[src/cwd_pkg.sv]
// constants, types and register map of the crank wheel direction/switch core
// assumes a 50 MHz system clock and 12-bit signed ADC samples
package cwd_pkg;
  localparam int SW = 13;
  typedef logic signed [SW-1:0] cwd_s_t;
  localparam int CLK_NS = 20;
  localparam int CLK_HZ = 50_000_000;
  localparam int T_FWD_NS = 45000;
  localparam int T_REV_NS = 90000;
  localparam int CYC_FWD = (T_FWD_NS + CLK_NS - 1) / CLK_NS;
  localparam int CYC_REV = (T_REV_NS + CLK_NS - 1) / CLK_NS;
  localparam int T_STOP_MS = 1400;
  localparam int CYC_STOP = T_STOP_MS * (1_000_000 / CLK_NS);
  localparam int F_HS_ON_HZ = 1800;
  localparam int F_HS_OFF_HZ = 1500;
  localparam int F_ALT_ON_HZ = 4300;
  localparam int F_ALT_OFF_HZ = 4000;
  localparam int CYC_HS_ON = CLK_HZ / F_HS_ON_HZ;
  localparam int CYC_HS_OFF = CLK_HZ / F_HS_OFF_HZ;
  localparam int CYC_ALT_ON = CLK_HZ / F_ALT_ON_HZ;
  localparam int CYC_ALT_OFF = CLK_HZ / F_ALT_OFF_HZ;
  localparam int T_ENTRY_US = 1000;
  localparam int CYC_ENTRY = T_ENTRY_US * (1000 / CLK_NS);
  localparam logic [1:0] HS_MEAS = 2'h2;
  localparam int AVG_TEETH = 5;
  localparam logic [2:0] WDOG_LIMIT = 3'h4;
  localparam logic [7:0] ENTRY_CMD = 8'hA5;
  localparam int SER_ONE_CYC = 8;
  // register offsets
  localparam logic [1:0] REG_CFG = 2'h0;
  localparam logic [1:0] REG_HFLOOR = 2'h1;
  localparam logic [1:0] REG_DNC = 2'h2;
  localparam logic [1:0] REG_STATUS = 2'h3;
  // config field positions
  localparam int CFG_EDGE = 0;
  localparam int CFG_FWDINV = 1;
  localparam int CFG_SUP = 2;
  localparam int CFG_STOP = 3;
  localparam int CFG_HS = 4;
  localparam int CFG_DIRCHG = 5;
  localparam int CFG_TSS = 6;
  localparam int CFG_HYST = 7;
  localparam logic [15:0] CFG_RST = 16'h001A;
  localparam logic [11:0] HFLOOR_RST = 12'h010;
  localparam logic [11:0] DNC_RST = 12'h020;
  typedef enum logic [1:0] {HYS_HIDDEN = 2'b00, HYS_VISIBLE = 2'b01, HYS_FIXED = 2'b10} cwd_hys_t;
  typedef enum logic [1:0] {EX_INIT = 2'b00, EX_RISE = 2'b01, EX_FALL = 2'b11} cwd_ex_t;
endpackage
[src/cwd_core.sv]
// speed/direction post-processing core driving the output pulse protocol
// assumes samples and strobe come from ADC logic on clk; supply_mod_pin is asynchronous
//
// The implementer's own choices: the address map and strobed register access.
`timescale 1ns/1ns
module cwd_core #(
  parameter int REV_CYC = cwd_pkg::CYC_REV,
  parameter int STOP_CYC = cwd_pkg::CYC_STOP,
  parameter int HS_ON_CYC = cwd_pkg::CYC_HS_ON,
  parameter int HS_OFF_CYC = cwd_pkg::CYC_HS_OFF,
  parameter int ALT_ON_CYC = cwd_pkg::CYC_ALT_ON,
  parameter int ALT_OFF_CYC = cwd_pkg::CYC_ALT_OFF,
  parameter int ENTRY_CYC = cwd_pkg::CYC_ENTRY
) (
  input wire logic clk,
  input wire logic nrst,
  input wire logic signed [11:0] speed_in,
  input wire logic signed [11:0] dir_in,
  input wire logic sample_stb,
  input wire logic [1:0] reg_addr,
  input wire logic [15:0] reg_wdata,
  input wire logic reg_wr,
  input wire logic reg_rd,
  output logic [15:0] reg_rdata,
  input wire logic supply_mod_pin,
  output logic prot_out
);
  import cwd_pkg::*;

  function automatic cwd_s_t sx(input logic signed [11:0] v);
    sx = {v[11], v};
  endfunction

  function automatic cwd_s_t absv(input cwd_s_t v);
    absv = v[SW-1] ? -v : v;
  endfunction

  logic [15:0] cfg_q;
  logic [11:0] hfloor_q, dnc_q;
  logic switch_edge_select, forward_sense_invert, sys_supervisor_enable;
  logic stop_en, hs_en, dir_eighth, alternate_timing_select;
  cwd_hys_t hys_mode;
  assign switch_edge_select = cfg_q[CFG_EDGE];
  assign forward_sense_invert = cfg_q[CFG_FWDINV];
  assign sys_supervisor_enable = cfg_q[CFG_SUP];
  assign stop_en = cfg_q[CFG_STOP];
  assign hs_en = cfg_q[CFG_HS];
  assign dir_eighth = cfg_q[CFG_DIRCHG];
  assign alternate_timing_select = cfg_q[CFG_TSS];
  assign hys_mode = cwd_hys_t'(cfg_q[CFG_HYST +: 2]);

  // speed path
  cwd_ex_t ex_q;
  cwd_s_t s, max_q, min_q, offset_q, hyst, upper, lower, held_q, pp;
  logic above_q, arm_lo_q, arm_hi_q, seen_max, seen_min;
  logic up_x, dn_x, zc, sw_up, sw_dn, sel_x, sw_evt, wd_fire, ss_exit;
  logic ss_active_q, hs_active_q, fwd_q, pulse_q, ser_active_q;
  assign s = sx(speed_in);
  assign pp = max_q - min_q;
  assign hyst = (hys_mode == HYS_FIXED || (pp >>> 2) < sx(hfloor_q)) ? sx(hfloor_q)
              : (pp >>> 2);
  assign upper = offset_q + hyst;
  assign lower = offset_q - hyst;
  assign up_x = sample_stb && s > offset_q && !above_q;
  assign dn_x = sample_stb && s <= offset_q && above_q;
  assign zc = up_x || dn_x;
  assign seen_max = sample_stb && ex_q == EX_RISE && s < max_q && s < max_q - hyst;
  assign seen_min = sample_stb && ex_q == EX_FALL && s > min_q && s > min_q + hyst;

  always_ff @(posedge clk or negedge nrst) begin
    if (!nrst) begin
      ex_q <= EX_INIT;
      max_q <= '0;
      min_q <= '0;
      offset_q <= '0;
    end else if (wd_fire) begin
      offset_q <= s;
    end else if (ss_exit) begin
      offset_q <= s;
    end else if (sample_stb) begin
      case (ex_q)
        EX_INIT: begin
          max_q <= s;
          min_q <= s;
          offset_q <= s;
          ex_q <= EX_RISE;
        end
        EX_RISE: begin
          if (s > max_q) begin
            max_q <= s;
          end else if (seen_max) begin
            offset_q <= (max_q + min_q) >>> 1;
            min_q <= s;
            ex_q <= EX_FALL;
          end
        end
        EX_FALL: begin
          if (s < min_q) begin
            min_q <= s;
          end else if (seen_min) begin
            offset_q <= (max_q + min_q) >>> 1;
            max_q <= s;
            ex_q <= EX_RISE;
          end
        end
        default: ex_q <= EX_INIT;
      endcase
    end
  end

  always_ff @(posedge clk or negedge nrst) begin
    if (!nrst) begin
      above_q <= 1'b0;
    end else if (sample_stb) begin
      above_q <= s > offset_q;
    end
  end

  // hysteresis arming; a new arm wins over the clear of a switch
  always_ff @(posedge clk or negedge nrst) begin
    if (!nrst) begin
      arm_lo_q <= 1'b0;
      arm_hi_q <= 1'b0;
    end else if (sample_stb) begin
      if (s < lower) begin
        arm_lo_q <= 1'b1;
      end else if (sw_up) begin
        arm_lo_q <= 1'b0;
      end
      if (s > upper) begin
        arm_hi_q <= 1'b1;
      end else if (sw_dn) begin
        arm_hi_q <= 1'b0;
      end
    end
  end

  assign sw_up = arm_lo_q && (hys_mode == HYS_VISIBLE ? sample_stb && s > upper : up_x);
  assign sw_dn = arm_hi_q && (hys_mode == HYS_VISIBLE ? sample_stb && s < lower : dn_x);
  assign sel_x = switch_edge_select ? dn_x : up_x;
  assign sw_evt = (switch_edge_select ? sw_dn : sw_up) && !ss_active_q && !pulse_q;

  // direction detection
  cwd_s_t first_q, diff, mag;
  cwd_s_t hist_q [AVG_TEETH];
  logic [15:0] sum, avg;
  logic [SW-1:0] dthr;
  logic dir_full, fwd_d;
  always_comb begin
    sum = '0;
    for (int i = 0; i < AVG_TEETH; i++) begin
      sum = sum + 16'(hist_q[i]);
    end
  end
  assign avg = 16'((32'(sum) * 32'd205) >> 10);
  assign dthr = dir_eighth ? SW'(avg >> 3) : SW'(avg >> 2);
  assign diff = first_q - sx(dir_in);
  assign mag = absv(diff);
  assign dir_full = mag >= cwd_s_t'(dthr);
  // direction of this crossing, so its own pulse carries it
  assign fwd_d = (sel_x && !hs_active_q)
               ? (dir_full ? (!diff[SW-1] ^ forward_sense_invert) : !fwd_q)
               : fwd_q;

  always_ff @(posedge clk or negedge nrst) begin
    if (!nrst) begin
      first_q <= '0;
      fwd_q <= 1'b1;
      for (int i = 0; i < AVG_TEETH; i++) begin
        hist_q[i] <= '0;
      end
    end else if (zc && !sel_x) begin
      first_q <= sx(dir_in);
    end else if (sel_x) begin
      if (dir_full) begin
        hist_q[0] <= mag;
        for (int i = 1; i < AVG_TEETH; i++) begin
          hist_q[i] <= hist_q[i-1];
        end
      end
      fwd_q <= fwd_d;
    end
  end

  // high speed mode
  logic [16:0] per_q;
  logic [1:0] hs_cnt_q;
  logic [16:0] on_lim, off_lim;
  assign on_lim = alternate_timing_select ? 17'(ALT_ON_CYC) : 17'(HS_ON_CYC);
  assign off_lim = alternate_timing_select ? 17'(ALT_OFF_CYC) : 17'(HS_OFF_CYC);
  always_ff @(posedge clk or negedge nrst) begin
    if (!nrst) begin
      per_q <= '0;
      hs_cnt_q <= '0;
      hs_active_q <= 1'b0;
    end else if (sel_x) begin
      per_q <= '0;
      if (!hs_en || per_q > off_lim) begin
        hs_cnt_q <= '0;
        hs_active_q <= 1'b0;
      end else if (per_q < on_lim) begin
        if (hs_cnt_q + 2'h1 >= HS_MEAS) begin
          hs_active_q <= 1'b1;
        end
        if (hs_cnt_q != HS_MEAS) begin
          hs_cnt_q <= hs_cnt_q + 2'h1;
        end
      end
    end else if (per_q != '1) begin
      per_q <= per_q + 17'h1;
    end
  end

  // output pulse
  logic [12:0] plen_q;
  logic [12:0] pl_target;
  assign pl_target = fwd_d ? 13'(CYC_FWD) : 13'(REV_CYC);
  always_ff @(posedge clk or negedge nrst) begin
    if (!nrst) begin
      pulse_q <= 1'b0;
      plen_q <= '0;
    end else if (sw_evt) begin
      pulse_q <= 1'b1;
      plen_q <= pl_target;
    end else if (pulse_q) begin
      if (plen_q == 13'h1) begin
        pulse_q <= 1'b0;
      end
      plen_q <= plen_q - 13'h1;
    end
  end

  // system supervisor
  logic [2:0] wd_cnt_q;
  logic wmax_q, wmin_q, wd_inc;
  assign wd_inc = sys_supervisor_enable && zc && wmax_q && wmin_q && !sw_evt;
  assign wd_fire = wd_inc && wd_cnt_q + 3'h1 == WDOG_LIMIT;
  always_ff @(posedge clk or negedge nrst) begin
    if (!nrst) begin
      wd_cnt_q <= '0;
      wmax_q <= 1'b0;
      wmin_q <= 1'b0;
    end else begin
      if (zc && wmax_q && wmin_q) begin
        wmax_q <= seen_max;
        wmin_q <= seen_min;
      end else begin
        wmax_q <= wmax_q || seen_max;
        wmin_q <= wmin_q || seen_min;
      end
      if (sw_evt || wd_fire || !sys_supervisor_enable) begin
        wd_cnt_q <= '0;
      end else if (wd_inc) begin
        wd_cnt_q <= wd_cnt_q + 3'h1;
      end
    end
  end

  // stop-start supervisor
  logic [26:0] ss_tmr_q;
  assign ss_exit = ss_active_q && sample_stb && absv(s - held_q) > sx(dnc_q);
  always_ff @(posedge clk or negedge nrst) begin
    if (!nrst) begin
      ss_tmr_q <= '0;
      ss_active_q <= 1'b0;
      held_q <= '0;
    end else begin
      if (zc || ss_exit) begin
        ss_tmr_q <= '0;
      end else if (ss_tmr_q != '1) begin
        ss_tmr_q <= ss_tmr_q + 27'h1;
      end
      if (ss_exit || !stop_en) begin
        ss_active_q <= 1'b0;
      end else if (!ss_active_q && ss_tmr_q >= 27'(STOP_CYC)) begin
        ss_active_q <= 1'b1;
        held_q <= s;
      end
    end
  end

  // supply-modulated serial interface
  logic [2:0] mod_sync_q;
  logic mod_rise, mod_fall, ser_bit;
  logic [3:0] hi_cnt_q;
  logic [15:0] win_q, ser_sh_q, status;
  logic [7:0] cmd_q;
  assign mod_rise = mod_sync_q[1] && !mod_sync_q[2];
  assign mod_fall = !mod_sync_q[1] && mod_sync_q[2];
  // a long high phase of the supply is a one
  assign ser_bit = hi_cnt_q >= 4'(SER_ONE_CYC);
  always_ff @(posedge clk or negedge nrst) begin
    if (!nrst) begin
      mod_sync_q <= '0;
      win_q <= '0;
      cmd_q <= '0;
      ser_active_q <= 1'b0;
      ser_sh_q <= '0;
      hi_cnt_q <= '0;
    end else begin
      mod_sync_q <= {mod_sync_q[1:0], supply_mod_pin};
      if (!mod_sync_q[1]) begin
        hi_cnt_q <= '0;
      end else if (hi_cnt_q != 4'hF) begin
        hi_cnt_q <= hi_cnt_q + 4'h1;
      end
      if (win_q != 16'(ENTRY_CYC)) begin
        win_q <= win_q + 16'h1;
      end
      if (mod_fall && !ser_active_q) begin
        cmd_q <= {cmd_q[6:0], ser_bit};
        if ({cmd_q[6:0], ser_bit} == ENTRY_CMD && win_q != 16'(ENTRY_CYC)) begin
          ser_active_q <= 1'b1;
          ser_sh_q <= status;
        end
      end else if (mod_rise && ser_active_q) begin
        ser_sh_q <= {ser_sh_q[14:0], ser_sh_q[15]};
      end
    end
  end

  always_ff @(posedge clk or negedge nrst) begin
    if (!nrst) begin
      prot_out <= 1'b1;
    end else begin
      prot_out <= ser_active_q ? ser_sh_q[15] : !(sw_evt || (pulse_q && plen_q != 13'h1));
    end
  end

  // register port
  assign status = {9'h0, ser_active_q, ss_active_q, hs_active_q, fwd_q, wd_cnt_q};
  always_ff @(posedge clk or negedge nrst) begin
    if (!nrst) begin
      cfg_q <= CFG_RST;
      hfloor_q <= HFLOOR_RST;
      dnc_q <= DNC_RST;
    end else if (reg_wr) begin
      case (reg_addr)
        REG_CFG: cfg_q <= {7'h0, reg_wdata[8:0]};
        REG_HFLOOR: hfloor_q <= reg_wdata[11:0];
        REG_DNC: dnc_q <= reg_wdata[11:0];
        default: ;
      endcase
    end
  end

  always_ff @(posedge clk or negedge nrst) begin
    if (!nrst) begin
      reg_rdata <= '0;
    end else if (reg_rd) begin
      case (reg_addr)
        REG_CFG: reg_rdata <= cfg_q;
        REG_HFLOOR: reg_rdata <= {4'h0, hfloor_q};
        REG_DNC: reg_rdata <= {4'h0, dnc_q};
        default: reg_rdata <= status;
      endcase
    end else begin
      reg_rdata <= '0;
    end
  end

  // checks
  logic [12:0] run_q, exp_q;
  always_ff @(posedge clk or negedge nrst) begin
    if (!nrst) begin
      run_q <= '0;
      exp_q <= '0;
    end else if (sw_evt) begin
      run_q <= 13'h0;
      exp_q <= pl_target;
    end else if (pulse_q) begin
      run_q <= run_q + 13'h1;
    end
  end
endmodule

[config.mk]
export PLATFORM = sky130hd
export DESIGN_NAME = cwd_core
export DESIGN_NICKNAME = d
export VERILOG_FILES = /design/src/cwd_pkg.sv /design/src/cwd_core.sv
export SDC_FILE = /design/constraint.sdc
export NUM_CORES = 1
export LEC_CHECK = 0
export ABC_AREA = 1
export BUFFER_PORTS_ARGS = -buffer_cell sky130_fd_sc_hd__clkbuf_2
export CAP_MARGIN = 20
export CORE_UTILIZATION = 30
export CTS_CLUSTER_DIAMETER = 50
export DETAILED_ROUTE_END_ITERATION = 8
export SLEW_MARGIN = 20
export SYNTH_ARGS = -nofsm -noshare
export SYNTH_HDL_FRONTEND = slang
export SYNTH_SLANG_ARGS = --single-unit
[constraint.sdc]
create_clock -name clk -period 10.8 [get_ports clk]
set_input_delay 0 -clock clk [delete_from_list [all_inputs] [get_ports clk]]
set_output_delay 0 -clock clk [all_outputs]
set_load 0.05 [all_outputs]
---- Word-level counts from Yosys, hierarchy flattened ----
Index checks and enable logic that the tools add are counted.
W data, S select, Z words.
word-level totals
  register bits ........................... 298
  output and inout bits ................... 17
  input port bits ......................... 48
  word-level logic and storage cells ...... 266
cells by class
  add/sub/neg operators ................... 21
  reductions and logical operators ........ 91
  magnitude comparators ................... 18
  multipliers ............................. 1
  bitwise logic cells ..................... 5
  equal/unequal tests ..................... 27
  mux-type cells .......................... 67
operator list
  kind                     number
  $mux W13                 19
  $pmux W13 S3             3
  $mux W16                 5
  $gt A12 B13 Y1           5
  $mux W27                 2
  $lt A12 B13 Y1           4
  $add A13 B13 Y13         3
  $sub A13 B13 Y13         3
  $pmux W12 S3             1
  $logic_and A1 B1 Y1      34
  $mux W17                 2
  $add A27 B1 Y27 const B  1
  $ge A27 B27 Y1 const B   1
  $ne A27 B27 Y1 const B   1
  $neg A13 Y13             2
  $sub A12 B12 Y13         2
  $mul A16 B8 Y24 const B  1
  $reduce_bool A2 Y1       11
  $mux W1                  21
  $reduce_and A7 Y1        3
  $ne A4 B4 Y1 const B     5
  $reduce_and A2 Y1        9
  $add A17 B1 Y17 const B  1
  $gt A17 B16 Y1           1
  other kinds (41)         90

---- Logic depth before layout (Yosys ltp) ----
  depth after elaboration ................. 18
  depth in mapped cells ................... 59
  mapped depth without buffers ............ 56

---- Worst setup path after synthesis ----
OpenSTA, ideal clock, no wires.
  kind .................................... reg2reg
  start point ............................. reg hist_q[14] in the netlist's numbering
  end point ............................... reg hist_q[60] in the netlist's numbering
  arrival ................................. 8.432 ns
  data required time ...................... 10.677 ns
  cell stages (with the launch flop) ...... 46
  period minus slack after synthesis ...... 8.555 ns
  library setup time ...................... 0.123 ns
  path buffers ............................ 2
  path slack .............................. 2.245 ns
  path through ............................ dfrtp_1 -> inv_1 -> fa_1 -> fa_1 -> fa_1 -> inv_1 -> ha_1 -> inv_1 -> fa_1 -> inv_1 -> a31oi_1 -> o21ai_0 -> a21oi_1 -> o21bai_1 -> xor2_1 -> inv_1 -> ha_1 -> fa_1 -> [10 not listed] -> nand2_1 -> nand2_1 -> nand2_1 -> nand2_1 -> nand3_1 -> o21ai_0 -> ha_1 -> nand2_1 -> o21ba_2 -> nand4_1 -> nand3_1 -> nand2_1 -> a21o_1 -> nand2_1 -> nor2_4 -> buf_6 -> buf_2 -> o21ai_1
between the ends
  word-level cells in the longest chain between the ends .. 6
ends and longest elaborated chain
  what                              line             RTL
  start: declaration                cwd_core.sv:145  cwd_s_t hist_q [AVG_TEETH];
  start signal: indexed assignment  cwd_core.sv:178  hist_q[i] <= hist_q[i-1];
  $add A15 B13 Y16                  cwd_core.sv:152  sum = sum + 16'(hist_q[i]);
  $add A16 B16 Y16                  cwd_core.sv:152
  $mul A16 B8 Y24                   cwd_core.sv:155  assign avg = 16'((32'(sum) * 32'd205) >> 10);
  $mux W12                          cwd_core.sv:156  assign dthr = dir_eighth ? SW'(avg >> 3) : SW'(avg >> 2);
  $ge A13 B13 Y1                    cwd_core.sv:159  assign dir_full = mag >= cwd_s_t'(dthr);
  $reduce_and A3 Y1 (no line)       --
No other way between the ends.
A chain may end at the register's enable or synchronous reset.

---- Worst setup path after layout ----
  start point ............................. reg hist_q[14] in the netlist's numbering
  end point ............................... reg hist_q[27] in the netlist's numbering
Same word-level chain as after synthesis.

==> impl_metrics.py <==
metrics = {
    "synthesis": {
        "synth_warnings": 0,
        "async_reset_ff_share_pct": 100,
        "synth_ff_type": "dfrtp_1",
        "yosysSeqAreaShare_pct": 28.7,
        "ys_ff_latch": 291,
        "synth_edf_count": 0,
        "avgSynthCellArea_um2": 7.65,
        "synth_top_area_share_pct": 28.0,
        "synth_top_area_cell": "dfrtp_1",
        "netlist_area_mm2": 0.0254,
        "synth_area_leaders": "dfrtp_1, ha_1, nand2_1",
        "synth_cells": 3316,
        "ys_types": 66,
    },
    "final_layout": {
        "num-nets-final": 3865,
        "layout-drive-gt1-share_pct": 5.53,
        "num_antenna_cells": 0,
        "syn_to_final_growth_pct": 12.9,
    },
    "global_routing": {
        "overflow": 0,
        "antenna_found_initial": 1,
        "grt_usage_pct": 15.2,
        "grt_max_degree": 76,
        "grt_pass1_wl_um": 107000,
        "grt_pass1_vias": 20800,
    },
    "timing": {
        "period_minus_slack_ns": 9.73,
        "maxSlewHeadroom_pct": 34.7,
        "setup_viol": 0,
        "final_hold_viol_count": 0,
        "grt_setup_unrepaired": "no",
        "fin_skew_ns": 0.0272,
        "worstMarginPinSlew_ns": 0.979,
        "fin_crit_sh_pct": 90.1,
        "drv_slew": 0,
        "tns_ns": 0,
        "max_freq_ghz": 0.103,
    },
    "clock_tree": {
        "clk_latency_ns": 0.55,
        "cts.path.max_buffers": 3,
        "root_buffer": "clkbuf_16",
        "cts_setup_buffers": 0,
        "cts_sinks": 291,
        "cts_tree": "yes",
        "htree_levels": 2,
        "numCtsBuffers": 38,
        "clk_pin_slew_ns": 0.06,
    },
    "critical_path": {
        "cp.arrival_ns": 10.20,
        "worstPathBufferInverterCount": 8,
        "crit_family": "adder cells",
        "worstPathRequired_ns": 11.26,
        "path_max_fanout": 45,
        "startpoint_type": "flop",
        "crit_path_frequent_cell": "nand2_1",
        "worstSetupEndpointType": "flop",
        "cp_slowest_stage_delay_ns": 0.55,
        "path_class": "reg2reg",
        "cpMaxStageDelayCell": "fa_1",
    },
    "routing": {
        "first_pass_iters": 5,
        "drt_iter0_markers": 1273,
        "vias": 21400,
        "remaining_drc_errors": 0,
        "drtAntennaViolNets": 0,
        "wl_per_cell_um": 14.1,
        "wirelength_um": 64500,
        "viasPerCell": 4.68,
    },
    "die": {
        "die_x_um": 293,
        "die_h_um": 293,
        "placementRows": 106,
        "initial_utilization_pct": 30.3,
        "io-pin-count": 65,
        "die_area_mm2": 0.0857,
        "core_mm2": 0.0837,
    },
    "placed_design": {
        "gp_congestion": 0.896,
        "dpl.hpwl_um": 50100,
        "port_buffers": 56,
    },
    "run_status": {
        "status": "finished clean",
    },
    "job": {
        "drv_cap": 0,
    },
    "min_path": {
        "hold_class": "in2async",
    },
}
## Yosys cell counts, types with 7 or more instances
cell type	instances
nand2_1	686
inv_1	613
ha_1	326
dfrtp_1	284
o21ai_0	252
a21oi_1	200
nor2_1	164
nand3_1	141
xor2_1	109
fa_1	83
nand4_1	65
o21ai_1	58
nor3_1	52
clkbuf_1	35
xnor2_1	22
o21bai_1	19
nor4_1	17
buf_2	16
nand3b_1	13
a21o_1	12
buf_4	9
o21a_1	9
a211oi_1	8
o211ai_1	8
o31ai_1	8
or2_2	8
a31oi_1	7
dfstp_2	7
## worst paths after layout
check	slack, ns	endpoint	cells past startpoint	from
worst min-delay path	0.01	first_q[2]$_DFFE_PN0P_	2	nrst
worst min register to register	0.36	mod_sync_q[1]$_DFF_PN0_	0	mod_sync_q[0]$_DFF_PN0_
min in group clk	0.09	offset_q[11]$_DFFE_PN0P_	6	speed_in[11]
max in group asynchronous	8.78	per_q[1]$_DFFE_PN0P_	4	nrst
worst max register to register	1.07	hist_q[27]$_DFFE_PN0P_	46	hist_q[14]$_DFFE_PN0P_
worst max-delay path	1.07	hist_q[27]$_DFFE_PN0P_	46	hist_q[14]$_DFFE_PN0P_
## metal layers
metal / part of all wire, % / vias up / track usage (%)
li1: - / 11000 / -
met1: 49 / 9985 / 21.0
met2: 44 / 355 / 24.3
met3: 4.4 / 106 / 2.38
met4: 3.0 / 2 / 4.76
met5: 0.016 / - / 0
## cell type report
| cell class | count | area (µm²) |
|---|---|---|
| Clock buffer | 50 | 1040 |
| Timing Repair Buffer | 114 | 808 |
| Tap cell | 1134 | 1420 |
| Sequential cell | 291 | 7290 |
| Multi-Input combinational cell | 2345 | 15500 |
| Inverter | 618 | 2320 |
| Fill cell | 8882 | 55000 |
| Clock inverter | 20 | 320 |
## what timing repair did
| action | in CTS | in global routing |
|---|---|---|
| hold endpoints to repair | 135 | 0 |
| resized for setup | 0 | 0 |
| hold buffers | 33 | 0 |
## logic make-up (layout without fill, tap and decap cells)
| logic type | Yosys count | after routing | synth area share [%] |
|---|---|---|---|
| compound gates | 615 | 615 | 13.2 |
| mux | 1 | 1 | 0.0444 |
| fa+ha+maj | 409 | 409 | 22.6 |
| buf+inv | 683 | 802 | 10.4 |
| xor+xnor | 133 | 133 | 4.65 |
| flops | 291 | 291 | 28.7 |
| simple gates | 1183 | 1183 | 20.3 |
| other cells | 1 | 4 | 0.0148 |
## sequential cells by signal, indices dropped and copies added (netlist names), 2 cells and up
name and count:
per_q 17, hfloor_q 12, dnc_q 12, reg_rdata 12, cmd_q 7, plen_q 13, offset_q 12, min_q 12
wd_cnt_q 3, ser_sh_q 16, held_q 12, ex_q 2, mod_sync_q 3, first_q 12, hi_cnt_q 4, hs_cnt_q 2
hist_q 65, ss_tmr_q 27, cfg_q 9, win_q 16, max_q 12
## cell usage in the layout (no fill, tap or decap), types with 9 or more instances in the layout
master / n
o21ai_0: 252
nor3_1: 52
nor4_1: 17
xnor2_1: 22
clkbuf_16: 38
a21oi_1: 200
clkbuf_2: 55
a21o_1: 12
nand3_1: 141
o21ai_1: 58
o21a_1: 9
dlygate4sd3_1: 33
buf_4: 25
inv_1: 613
nor2_1: 164
nand3b_1: 13
fa_1: 83
nand2_1: 686
nand4_1: 65
dfrtp_1: 284
xor2_1: 109
o21bai_1: 19
ha_1: 326
## stage by stage
stage | setup slack, ns | util [%] | instance area [µm²] | cells | hold slack [ns]
5_1_grt | 0.359 | 34.2 | 28700 | 4572 | 0.0539
4_1_cts | 1.03 | 34.2 | 28700 | 4572 | 0.0466
3_5_place_dp | 1.05 | 32.2 | 27000 | 4469 | 0.0181
2_1_floorplan | 2.24 | - | 25400 | 3319 | -0.296
6_report | 1.07 | 34.2 | 28700 | 4572 | 0.0144
3_3_place_gp | 1.16 | 32.2 | 27000 | 4469 | 0.0136
Power is left out: the tool's default activity adds up to more than one toggle a clock period on the data nets, which glitch-free logic cannot reach.
